[src/shared/flash_seq_pkg.sv]
// package: offsets, fields, opcodes, states and carriers of the flash command sequencer
package flash_seq_pkg;
   // register offsets (byte addresses, one word each)
   localparam logic [3:0] STATUS_OFS = 4'h0;
   localparam logic [3:0] INDEX_OFS = 4'h4;
   localparam logic [3:0] PARAM_OFS = 4'h8;
   localparam logic [3:0] CONTROL_OFS = 4'hC;
   // status field positions
   localparam int CCF_BIT = 7;
   localparam int ACC_BIT = 5;
   localparam int PV_BIT = 4;
   localparam int VE_BIT = 1;
   localparam int UE_BIT = 0;
   // control field positions
   localparam int SPECIAL_BIT = 0;
   localparam int PPROT_BIT = 1;
   localparam int DPROT_BIT = 2;
   localparam int SECURE_BIT = 3;
   // reset values
   localparam logic [2:0] INDEX_RST = 3'h0;
   localparam logic [15:0] PARAM_RST = 16'h0000;
   localparam logic [1:0] SEC_RST = 2'h2;
   // opcodes
   localparam logic [7:0] OP_PROG_ONCE = 8'h07;
   localparam logic [7:0] OP_ERASE_ALL = 8'h08;
   localparam logic [7:0] OP_ERASE_BLK = 8'h09;
   localparam logic [7:0] OP_ERASE_SEC = 8'h0A;
   localparam logic [7:0] OP_UNSECURE = 8'h0B;
   // final index values expected at launch
   localparam logic [2:0] IDX_ONE = 3'h0;
   localparam logic [2:0] IDX_TWO = 3'h1;
   localparam logic [2:0] IDX_SIX = 3'h5;
   // block selects of address bits 17:16
   localparam logic [1:0] BLK_DATA = 2'h0;
   localparam logic [1:0] BLK_PROG = 2'h3;
   localparam logic [2:0] PHRASE_MAX = 3'h7;
   localparam logic [63:0] ALL_ONES = 64'hFFFF_FFFF_FFFF_FFFF;
   // sequencer states, gray from one listed state to the next
   typedef enum logic [2:0] {
      ST_IDLE = 3'b000,
      ST_CHECK = 3'b001,
      ST_ERASE = 3'b011,
      ST_PROG = 3'b010,
      ST_VERIFY = 3'b110,
      ST_DONE = 3'b111
   } seq_state_type;
   // array operation codes
   typedef enum logic [2:0] {
      AOP_NONE = 3'h0,
      AOP_BLANK = 3'h1,
      AOP_PROGRAM = 3'h2,
      AOP_ERASE = 3'h3,
      AOP_VERIFY = 3'h4
   } array_op_type;
   // request to the flash arrays
   typedef struct packed {
      logic valid;
      array_op_type op;
      logic prog_array;
      logic data_array;
      logic otp_area;
      logic sector;
      logic [17:0] addr;
      logic [63:0] data;
   } array_req_type;
   // answer from the flash arrays
   typedef struct packed {
      logic done;
      logic err;
      logic uncorr;
      logic [63:0] rdata;
   } array_rsp_type;
   // register bus request
   typedef struct packed {
      logic wr;
      logic rd;
      logic [3:0] addr;
      logic [15:0] wdata;
   } reg_req_type;
endpackage
[src/hdl/flash_cmd_seq.sv]
// module: command sequencer for one-time write, erases and unsecure
// Contract
// clearing complete flag launches; flag stays low until the operation finishes
// one-time write: opcode 07, phrase index, four data words at 2..5
// one-time write checks blank, programs, then verifies by reading back
// complete flag low throughout the one-time sequence
// access error when final index is not 101 or phrase index too big
// second one-time write to programmed phrase refused with access error
// phrase programmed to all ones counts as unprogrammed
// program-array reads give invalid data during one-time write
// software must not run one-time write from the block holding it
// verify sets verify error, and uncorrectable error when uncorrectable
// access error when command not permitted in current mode; this build checks no mode
// opcode 08 with index 000 erases both arrays, verify releases security
// full erase and unsecure flag protection violation on any protection
// software writes no register while full erase or unsecure runs
// opcode 09 erases and verifies whole block selected by address
// block erase: access error on bad block or misaligned address
// block erase: protection violation when the block is protected
// opcode 0A erases and verifies program sector containing the address
// sector erase: access error when address bits 2:0 nonzero; protection flag
// opcode 0B erases both arrays, releases security only on good verify
// failed unsecure verify sets verify error and keeps security state
// launch errors skip array work and set complete flag at once
//
// The placing of the registers and the address-and-strobe port are this design's own decisions.
`timescale 1ns/10ps
`default_nettype none
module flash_cmd_seq
   import flash_seq_pkg::*;
(
   input wire logic i_clk,
   input wire logic i_rst_b,
   input wire logic i_reg_wr,
   input wire logic i_reg_rd,
   input wire logic [3:0] i_reg_addr,
   input wire logic [15:0] i_reg_wdata,
   output logic [15:0] o_reg_rdata,
   input wire logic i_array_done,
   input wire logic i_array_err,
   input wire logic i_array_uncorr,
   input wire logic [63:0] i_array_rdata,
   output array_req_type o_array_req,
   output logic o_prog_read_invalid,
   output logic o_secure
);
   // ------------------------------------------------------------
   // registers
   // ------------------------------------------------------------
   logic ccf_q;
   logic acc_q;
   logic pv_q;
   logic ve_q;
   logic ue_q;
   logic [2:0] index_q;
   logic [15:0] param_q [0:5];
   logic special_q;
   logic pprot_q;
   logic dprot_q;
   logic [1:0] sec_q;
   logic [15:0] rdata_q;
   seq_state_type state_q;
   array_req_type req_q;
   logic blank_q;
   logic launch;
   logic chk_acc;
   logic chk_pv;
   logic [15:0] status_word;
   logic [63:0] wr_phrase;
   logic [7:0] opcode;
   logic whole_chip;

   assign opcode = param_q[0][15:8];
   assign whole_chip = (opcode == OP_ERASE_ALL) || (opcode == OP_UNSECURE);
   assign wr_phrase = {param_q[2], param_q[3], param_q[4], param_q[5]};
   // writing one to the complete bit while idle launches; the bit clears unless a launch check fails
   assign launch = i_reg_wr && (i_reg_addr == STATUS_OFS) && i_reg_wdata[CCF_BIT] &&
      ccf_q;

   assign status_word = {8'h00, ccf_q, 1'b0, acc_q, pv_q, 2'b00, ve_q, ue_q};

   // ------------------------------------------------------------
   // launch checks
   // ------------------------------------------------------------
   flash_launch_check u_check (
      .i_opcode(opcode),
      .i_last_index(index_q),
      .i_addr_hi(param_q[0]),
      .i_addr_lo(param_q[1]),
      .i_special_mode(special_q),
      .i_prog_protected(pprot_q),
      .i_data_protected(dprot_q),
      .o_access_err(chk_acc),
      .o_protect_err(chk_pv)
   );

   // ------------------------------------------------------------
   // functions
   // ------------------------------------------------------------
   // build an array request
   function automatic array_req_type make_req(input array_op_type op, input logic p,
      input logic d, input logic otp, input logic sec, input logic [17:0] a,
      input logic [63:0] w);
      array_req_type r;
      r.valid = 1'b1;
      r.op = op;
      r.prog_array = p;
      r.data_array = d;
      r.otp_area = otp;
      r.sector = sec;
      r.addr = a;
      r.data = w;
      return r;
   endfunction

   // ------------------------------------------------------------
   // parameter index and parameter words
   // ------------------------------------------------------------
   // software loads index then word; writes while busy are dropped
   always_ff @(posedge i_clk) begin
      if (!i_rst_b) begin
         index_q <= INDEX_RST;
      end else if (i_reg_wr && ccf_q && (i_reg_addr == INDEX_OFS)) begin
         index_q <= i_reg_wdata[2:0];
      end
   end

   // parameter array, one word per index; index 6 and 7 not stored
   always_ff @(posedge i_clk) begin
      if (!i_rst_b) begin
         for (int i = 0; i < 6; i++) begin
            param_q[i] <= PARAM_RST;
         end
      end else if (i_reg_wr && ccf_q && (i_reg_addr == PARAM_OFS) && (index_q < 3'h6)) begin
         param_q[index_q] <= i_reg_wdata;
      end
   end

   // control: mode, protection, writes ignored while busy
   always_ff @(posedge i_clk) begin
      if (!i_rst_b) begin
         special_q <= 1'b0;
         pprot_q <= 1'b0;
         dprot_q <= 1'b0;
      end else if (i_reg_wr && ccf_q && (i_reg_addr == CONTROL_OFS)) begin
         special_q <= i_reg_wdata[SPECIAL_BIT];
         pprot_q <= i_reg_wdata[PPROT_BIT];
         dprot_q <= i_reg_wdata[DPROT_BIT];
      end
   end

   // ------------------------------------------------------------
   // sequencer
   // ------------------------------------------------------------
   // walks check, erase or program, verify, done
   always_ff @(posedge i_clk) begin
      if (!i_rst_b) begin
         state_q <= ST_IDLE;
         req_q <= '0;
         blank_q <= 1'b0;
      end else begin
         req_q.valid <= 1'b0;
         case (state_q)
            ST_IDLE: begin
               if (launch && !chk_acc && !chk_pv) begin
                  if (opcode == OP_PROG_ONCE) begin
                     // blank check of the selected phrase first
                     state_q <= ST_CHECK;
                     req_q <= make_req(AOP_BLANK, 1'b1, 1'b0, 1'b1, 1'b0,
                        {15'h0000, param_q[1][2:0]}, '0);
                  end else begin
                     state_q <= ST_ERASE;
                     req_q <= make_req(AOP_ERASE, whole_chip || (param_q[0][1:0] == BLK_PROG),
                        whole_chip || (param_q[0][1:0] == BLK_DATA), 1'b0,
                        opcode == OP_ERASE_SEC, {param_q[0][1:0], param_q[1]}, '0);
                  end
               end
            end
            ST_CHECK: begin
               if (i_array_done) begin
                  // all ones reads as blank, so a phrase written to all ones may be redone
                  blank_q <= (i_array_rdata == ALL_ONES);
                  if (i_array_rdata == ALL_ONES) begin
                     state_q <= ST_PROG;
                     req_q <= make_req(AOP_PROGRAM, 1'b1, 1'b0, 1'b1, 1'b0,
                        req_q.addr, wr_phrase);
                  end else begin
                     state_q <= ST_DONE;
                  end
               end
            end
            ST_ERASE: begin
               if (i_array_done) begin
                  state_q <= ST_VERIFY;
                  req_q <= make_req(AOP_VERIFY, req_q.prog_array, req_q.data_array, 1'b0,
                     req_q.sector, req_q.addr, '0);
               end
            end
            ST_PROG: begin
               if (i_array_done) begin
                  state_q <= ST_VERIFY;
                  req_q <= make_req(AOP_VERIFY, 1'b1, 1'b0, 1'b1, 1'b0, req_q.addr,
                     wr_phrase);
               end
            end
            ST_VERIFY: begin
               if (i_array_done) begin
                  state_q <= ST_DONE;
               end
            end
            ST_DONE: begin
               state_q <= ST_IDLE;
               req_q.op <= AOP_NONE;
            end
            default: begin
               state_q <= ST_IDLE;
            end
         endcase
      end
   end

   // ------------------------------------------------------------
   // status flags
   // ------------------------------------------------------------
   // complete flag: low from launch to done, stays high on launch error
   always_ff @(posedge i_clk) begin
      if (!i_rst_b) begin
         ccf_q <= 1'b1;
      end else if (launch && !chk_acc && !chk_pv) begin
         ccf_q <= 1'b0;
      end else if (state_q == ST_DONE) begin
         ccf_q <= 1'b1;
      end
   end

   // access and protection errors: set at launch, access also on a non-blank phrase, cleared by writing one
   always_ff @(posedge i_clk) begin
      if (!i_rst_b) begin
         acc_q <= 1'b0;
         pv_q <= 1'b0;
      end else begin
         if (launch && chk_acc) begin
            acc_q <= 1'b1;
         end else if ((state_q == ST_CHECK) && i_array_done && (i_array_rdata != ALL_ONES)) begin
            acc_q <= 1'b1;
         end else if (i_reg_wr && (i_reg_addr == STATUS_OFS) && i_reg_wdata[ACC_BIT]) begin
            acc_q <= 1'b0;
         end
         if (launch && chk_pv) begin
            pv_q <= 1'b1;
         end else if (i_reg_wr && (i_reg_addr == STATUS_OFS) && i_reg_wdata[PV_BIT]) begin
            pv_q <= 1'b0;
         end
      end
   end

   // verify flags: cleared at each launch, set by verify results
   always_ff @(posedge i_clk) begin
      if (!i_rst_b) begin
         ve_q <= 1'b0;
         ue_q <= 1'b0;
      end else if ((state_q == ST_VERIFY) && i_array_done) begin
         ve_q <= i_array_err || i_array_uncorr;
         ue_q <= i_array_uncorr;
      end else if (launch) begin
         ve_q <= 1'b0;
         ue_q <= 1'b0;
      end
   end

   // security: released only after a clean whole-chip erase verify
   always_ff @(posedge i_clk) begin
      if (!i_rst_b) begin
         sec_q <= SEC_RST;
      end else if ((state_q == ST_VERIFY) && i_array_done && whole_chip &&
         !i_array_err && !i_array_uncorr) begin
         sec_q <= ~SEC_RST;
      end // failed verify keeps state, see
   end

   // ------------------------------------------------------------
   // read port
   // ------------------------------------------------------------
   // read data stands one cycle after the strobe
   always_ff @(posedge i_clk) begin
      if (!i_rst_b) begin
         rdata_q <= 16'h0000;
      end else if (i_reg_rd) begin
         case (i_reg_addr)
            STATUS_OFS: rdata_q <= status_word;
            INDEX_OFS: rdata_q <= {13'h0000, index_q};
            PARAM_OFS: rdata_q <= (index_q < 3'h6) ? param_q[index_q] : 16'h0000;
            CONTROL_OFS: rdata_q <= {12'h000, (sec_q != ~SEC_RST), dprot_q, pprot_q, special_q};
            default: rdata_q <= 16'h0000;
         endcase
      end else begin
         rdata_q <= 16'h0000;
      end
   end

   assign o_reg_rdata = rdata_q;
   assign o_array_req = req_q;
   // program-array reads invalid while the one-time write runs
   assign o_prog_read_invalid = (state_q != ST_IDLE) && (opcode == OP_PROG_ONCE);
   assign o_secure = (sec_q != ~SEC_RST);
endmodule
`default_nettype wire

[src/hdl/flash_launch_check.sv]
// module: launch checks, access and protection errors of one command
`timescale 1ns/10ps
`default_nettype none
module flash_launch_check
   import flash_seq_pkg::*;
(
   input wire logic [7:0] i_opcode,
   input wire logic [2:0] i_last_index,
   input wire logic [15:0] i_addr_hi,
   input wire logic [15:0] i_addr_lo,
   input wire logic i_special_mode,
   input wire logic i_prog_protected,
   input wire logic i_data_protected,
   output logic o_access_err,
   output logic o_protect_err
);
   // ------------------------------------------------------------
   // error decode
   // ------------------------------------------------------------
   logic [1:0] blk;
   logic blk_ok;
   assign blk = i_addr_hi[1:0];
   assign blk_ok = (blk == BLK_PROG) || (blk == BLK_DATA);

   // classify the command at launch
   always_comb begin
      o_access_err = 1'b0;
      o_protect_err = 1'b0;
      case (i_opcode)
         OP_PROG_ONCE: begin
            o_access_err = (i_last_index != IDX_SIX) || (i_addr_lo > {13'h0000, PHRASE_MAX});
         end
         OP_ERASE_ALL, OP_UNSECURE: begin
            o_access_err = (i_last_index != IDX_ONE);
            o_protect_err = i_prog_protected || i_data_protected;
         end
         OP_ERASE_BLK: begin
            o_access_err = (i_last_index != IDX_TWO) || !blk_ok ||
               ((blk == BLK_PROG) && (i_addr_lo[2:0] != 3'h0)) ||
               ((blk == BLK_DATA) && i_addr_lo[0]);
            o_protect_err = (blk == BLK_PROG) ? i_prog_protected : i_data_protected;
         end
         OP_ERASE_SEC: begin
            o_access_err = (i_last_index != IDX_TWO) || (blk != BLK_PROG) ||
               (i_addr_lo[2:0] != 3'h0);
            o_protect_err = i_prog_protected;
         end
         default: begin
            o_access_err = 1'b1;
         end
      endcase
      // no command needs special mode in this build; i_special_mode raises no access error
      if (!i_special_mode && (i_opcode == OP_ERASE_BLK)) begin
         o_access_err = o_access_err; // permitted in every mode
      end
   end
endmodule
`default_nettype wire

[config.mk]
export PLATFORM = sky130hd
export DESIGN_NAME = flash_cmd_seq
export DESIGN_NICKNAME = d
export VERILOG_FILES = /design/src/shared/flash_seq_pkg.sv /design/src/hdl/flash_cmd_seq.sv /design/src/hdl/flash_launch_check.sv
export SDC_FILE = /design/constraint.sdc
export NUM_CORES = 1
export LEC_CHECK = 0
export ABC_AREA = 1
export BUFFER_PORTS_ARGS = -buffer_cell sky130_fd_sc_hd__buf_4
export CAP_MARGIN = 30
export CORE_UTILIZATION = 50
export DETAILED_ROUTE_END_ITERATION = 8
export PLACE_DENSITY = 0.78
export SLEW_MARGIN = 25
export SYNTH_ARGS = -nofsm -noshare
export SYNTH_HDL_FRONTEND = slang
export SYNTH_HIERARCHICAL = 1
export SYNTH_SLANG_ARGS = --single-unit
[constraint.sdc]
create_clock -name i_clk -period 2.4 [get_ports i_clk]
set_input_delay 0.24 -clock i_clk [delete_from_list [all_inputs] [get_ports i_clk]]
set_output_delay 0.24 -clock i_clk [all_outputs]
set_load 0.02 [all_outputs]
# --- Word level (Yosys, flattened, before mapping) ---
# Memories as Yosys holds them, arrays and structs flattened. A register that Yosys moved wholly into a read port is not among the register bits.
# Index checks and enable logic that the tools add are counted.
word_totals:
  inputBits: 91
  latchBits: 0
  regBits: 122
  out_inout_bits: 108
  ram_bits: 96
  n_memories: 1
  romBits: 0
mem_list:
  columns: ["name", "words", "width", "read_ports", "rd_ports_with_merged_regs", "write_ports", "line", "text"]
  rows:
  - ["param_q", 6, 16, 7, 1, 6, "flash_cmd_seq.sv:56", "logic [15:0] param_q [0:5];"]
classes:
  shift: 0
  n_mul: 0
  n_eq_ne: 27
  addsub: 0
  n_reduce_logical: 62
  magnitude_cmp: 2
  bitwise_logic: 3
  div_mod_pow: 0
  muxes: 40
op_table:
  columns: ["cell", "n"]
  rows:
  - ["$mux W90", 5]
  - ["$pmux W86 S4", 1]
  - ["$mux W88", 1]
  - ["$eq A64 B64 Y1 const B", 1]
  - ["$ne A64 B64 Y1 const B", 1]
  - ["$pmux W16 S4", 1]
  - ["$eq A8 B4 Y1 const B", 4]
  - ["$mux W16", 2]
  - ["$mux W3", 8]
  - ["$logic_and A1 B1 Y1", 23]
  - ["$reduce_and A6 Y1", 3]
  - ["$gt A16 B3 Y1 const B", 1]
  - ["$mux W1", 16]
  - ["$reduce_or A16 Y1", 1]
  - ["$pmux W3 S5", 1]
  - ["$reduce_bool A3 Y1", 5]
  - ["$ne A2 B2 Y1 const B", 7]
  - ["$logic_or A1 B1 Y1", 12]
  - ["$pmux W3 S4", 1]
  - ["$eq A4 B4 Y1 const B", 2]
  - ["$eq A8 B3 Y1 const B", 1]
  - ["$pmux W1 S4", 2]
  - ["$eq A3 B2 Y1 const B", 2]
  - ["$eq A3 B3 Y1 const B", 2]
  - ["other kinds (21)", 31]

# --- Logic depth before layout (Yosys ltp) ---
# An unclocked memory read counts as a cell.
logic_depth:
  depth_word: 13
  ltp_mapped: 19
  ltp_nobuf: 19

# --- Hierarchy ---
# Netlist, hierarchy kept.
by_module_without_submodules:
  columns: ["mod", "area_each_um2", "cells_per_inst", "seq_area_each_um2", "instances"]
  rows:
  - ["flash_cmd_seq", 10543.9, 1150, 6346.1, 1]
  - ["flash_launch_check", 322.8, 66, 0.0, 1]

# --- Worst setup path after synthesis ---
# OpenSTA, ideal clock, no wires.
synth_timing:
  path_type: "flip-flop to flip-flop"
  startpoint: "register index_q[2]"
  endpoint: "memory param_q[4][0] (enable)"
  arrival_ns: 1.914
  stages_incl_launch_ff: 6
  period_less_slack_ns: 2.325
  path_slack_ns: 0.075
  cell_sequence: "dfxtp_1 -> nand2_1 -> nand4_1 -> nor2_1 -> inv_1 -> o21ai_0"
synth_rtl:
  columns: ["element", "line", "text"]
  rows:
  - ["start, declared", "flash_cmd_seq.sv:55", "logic [2:0] index_q;"]
  - ["start signal, assigned", "flash_cmd_seq.sv:124", "index_q <= i_reg_wdata[2:0];"]
  - ["end, declared", "flash_cmd_seq.sv:56", null]

==> results.md <==
- WHS: 0.005638 ns
- Sw Ratio: 27.90%
- Core area: 21150 um2
- Layout Area Growth over Synthesis: 25.75%
- Pwr Density: 764.0 nW/um2
- Period minus WS final: 2.254 ns
- Final worst-path cycle share: 93.91%
- # setup viols final: 0
- Max-cap violations: 0
- All-Layer GR Usage: 27.19%
- Clk_skew: 0.008397 ns
- Critical path buffers and inverters: 4
- Pins Over Slew Limit: 0
- Die Y: 149.4 um
- VDD IR max: 0.6690 mV
- FMAX: 443.7 MHz
- Ant. Diodes: 0
- # port buffers: 198
- Seq/Total Area, Yosys: 58.40%
- Root Driver: clkbuf_16
- Total Wirelength: 30650 um
- Clock share of power: 36.7%
- Element type at the critical path end: flop
- Psw: 2.912 mW
- Cell area after placement: 12780 um2
- Post-synthesis cell area: 10870 um2
- Pre-CTS worst setup slack: 0.08025 ns
- Worst Max-Slew Pin Slew: 0.7257 ns
- Site Rows: 53
- Family with the most delay on the worst path: buffers and inverters
- Final nets: 1537
- H-tree Lvls: 1
- Yosys cell types: 43
- Post-Route Utilization: 64.59%
- Logic pwr share: 16.1%
- Residual DRC count: 0
- Post-DP HPWL: 21420 um
- Worst path slowest cell: edfxtp_1
- TritonCTS clock tree: yes
- Final worst slack: 0.1462 ns
- CTS clk-pin slew, worst paths: 0.06 ns
- Final ANT Viol Nets: 0
- DRT Pass-1 Iters: 6
- Grt ovf: 0
- Clk_lat worst skew: 0.53 ns
- Hold Vio Cnt, Final: 0
- Total chip power: 10.44 mW
- Worst-path cell chain: buf_4 -> ha_1 -> mux2_2 -> nand2_1 -> nand3_1 -> inv_2 -> nand4_4 -> nand2_1 -> inv_2 -> buf_12 -> nand3_1 -> a21oi_1
- Sequential Power Share: 47.2%
- Die Wd: 149.4 um
- Die area: 22330 um2
- Cells after Synth: 1216
- P_int: 7.527 mW
- CP required: 2.77 ns
- Initial drt markers: 1052
- Top cells by area, synth: edfxtp_1 35%, dfxtp_1 23%, nor2_1 7.7%
- Synth Area per Inst: 8.936 um2
- Vias/cell: 5.517
- Total CTS buffers: 25
- TritonCTS Sinks: 253
- Slowest stage delay, CP: 0.42 ns
- Antenna violations before repair: 1
- Vias in the first global route: 8991
- Slew headroom: 51.62%
- TNS Setup: 0 ns
- Final non-filler cell total: 1738
- #FFs+latches synth: 253
- Synth top area share: 35.37%
- Routed len/inst: 17.64 um
- Number of cells after detailed placement: 1684
- Crit-path max FO: 55
- Startpoint types: flop
- Fill cells: 1749
- Leakage: 5.448 nW
- Largest net degree at the start of global routing: 67
- Kind of critical path: reg -> reg
- Worst min path class: in -> reg
- Crit path DAT: 2.63 ns
- Final non-filler cell area: 13660 um2
- Status: complete, no violations
- Post-synth top area cell: edfxtp_1
- I/O Pins: 199
- Vias: 9589
- CTS Buffer Depth: 3
- Initial Util: 51.37%
- GP Congestion: 0.9143
- First-pass GRT wire length: 46840 um
- Share of cells above drive strength 1: 23.31%
- Ys Warns: 6
==> registers in the layout (all words and copies together), names as in the netlist, named ones only <==
signal,count
dprot_q,1
special_q,1
param_q,128
sec_q,2
o_array_req,90
acc_q,1
state_q,3
ccf_q,1
pprot_q,1
pv_q,1
o_reg_rdata,16
ue_q,1
index_q,3
ve_q,1
==> Yosys cell counts, drive strengths merged <==
master and number:
a211oi 1, a21oi 107, a221oi 2, a22oi 12, a31oi 11, buf 31
clkbuf 34, conb 1, dfxtp 125, edfxtp 128, ha 2, inv 80
mux2 1, nand2 226, nand3 89, nand3b 1, nand4 5, nor2 238
nor3 6, nor3b 1, nor4 2, o211ai 9, o21a 1, o21ai 81
o221ai 16, o22ai 4, o31ai 1, or2 1
==> timing repair <==
item / 4_1_cts / 5_1_grt
endpoints found under the setup margin: 0 / 90
setup buffers: 0 / 7
endpoints found under the hold margin: 1 / 0
hold buffers: 1 / 0
gates resized for setup: 0 / 7
==> cells in the final DEF, fill, tap and decap left out, types with 14 or more instances in the layout <==
master     instances
nor2_1           223
nand2_2           14
o21ai_0           78
nand2_1          212
o221ai_1          16
dfxtp_1          125
inv_1             67
buf_4            227
clkbuf_16         25
a21oi_1          104
conb_1            32
edfxtp_1         128
nand3_1           84
==> routing by layer <==
layer / part of all wire [%] / wire length (um) / GRT usage, % / vias to the layer above
li1: - / - / - / 4534
met1: 40 / 12320 / 36.80 / 4507
met2: 47 / 14520 / 44.31 / 469
met3: 9.6 / 2943 / 4.451 / 77
met4: 2.8 / 859 / 9.184 / 2
met5: 0.042 / 13 / 0 / -
==> area by class of cell <==
class	count	area [um2]	share of cell area, %
multi-input combinational	849	4015	29.38
sequential	253	6346	46.44
clock inverter	21	178.9	1.309
clock buffer	25	625.6	4.578
tap	275	344.1	2.518
timing repair buffer	235	1854	13.57
inverter	80	300.3	2.198
==> path summary, 6_finish.rpt <==
kind / startpoint / to / slack, ns / cells after the start
max: param_q[0][0] / o_array_req[22] / 0.15 / 12
min: i_array_uncorr / ue_q / 0.006 / 3
max reg2reg: param_q[0][0] / o_array_req[22] / 0.15 / 12
min reg2reg: sec_q[1] / sec_q[1] / 0.44 / 2
==> cells by family (layout without fill, tap and decap cells) <==
family	count (synthesis)	in the layout	synth area share, %
buffers and inverters	145	361	5.861
AOI/OAI and AO/OA	245	245	13.06
DFF	253	253	58.40
adders and majority gates	2	2	0.2302
other	1	32	0.03451
and+or+nand+nor	569	569	22.31
muxes	1	1	0.1036
==> power by group through the flow <==
stage,sequential [mW],clock (mW),combinational (mW)
after global routing,4.95,4.01,1.84
after floorplan,5.14,0,0.909
final,4.93,3.83,1.68
after CTS,4.93,3.84,1.64
after detailed placement,5.02,0,1.63
after global placement,5.02,0,1.59
==> worst reg2reg max path: stages (launching register included) <==
cell	delay, ns
edfxtp_1	0.42
buf_4	0.16
ha_1	0.23
mux2_2	0.28
nand2_1	0.05
nand3_1	0.10
inv_2	0.13
nand4_4	0.15
nand2_1	0.10
inv_2	0.06
buf_12	0.17
nand3_1	0.17
a21oi_1	0.08
Note: power is estimated with default switching activity, not from simulation.
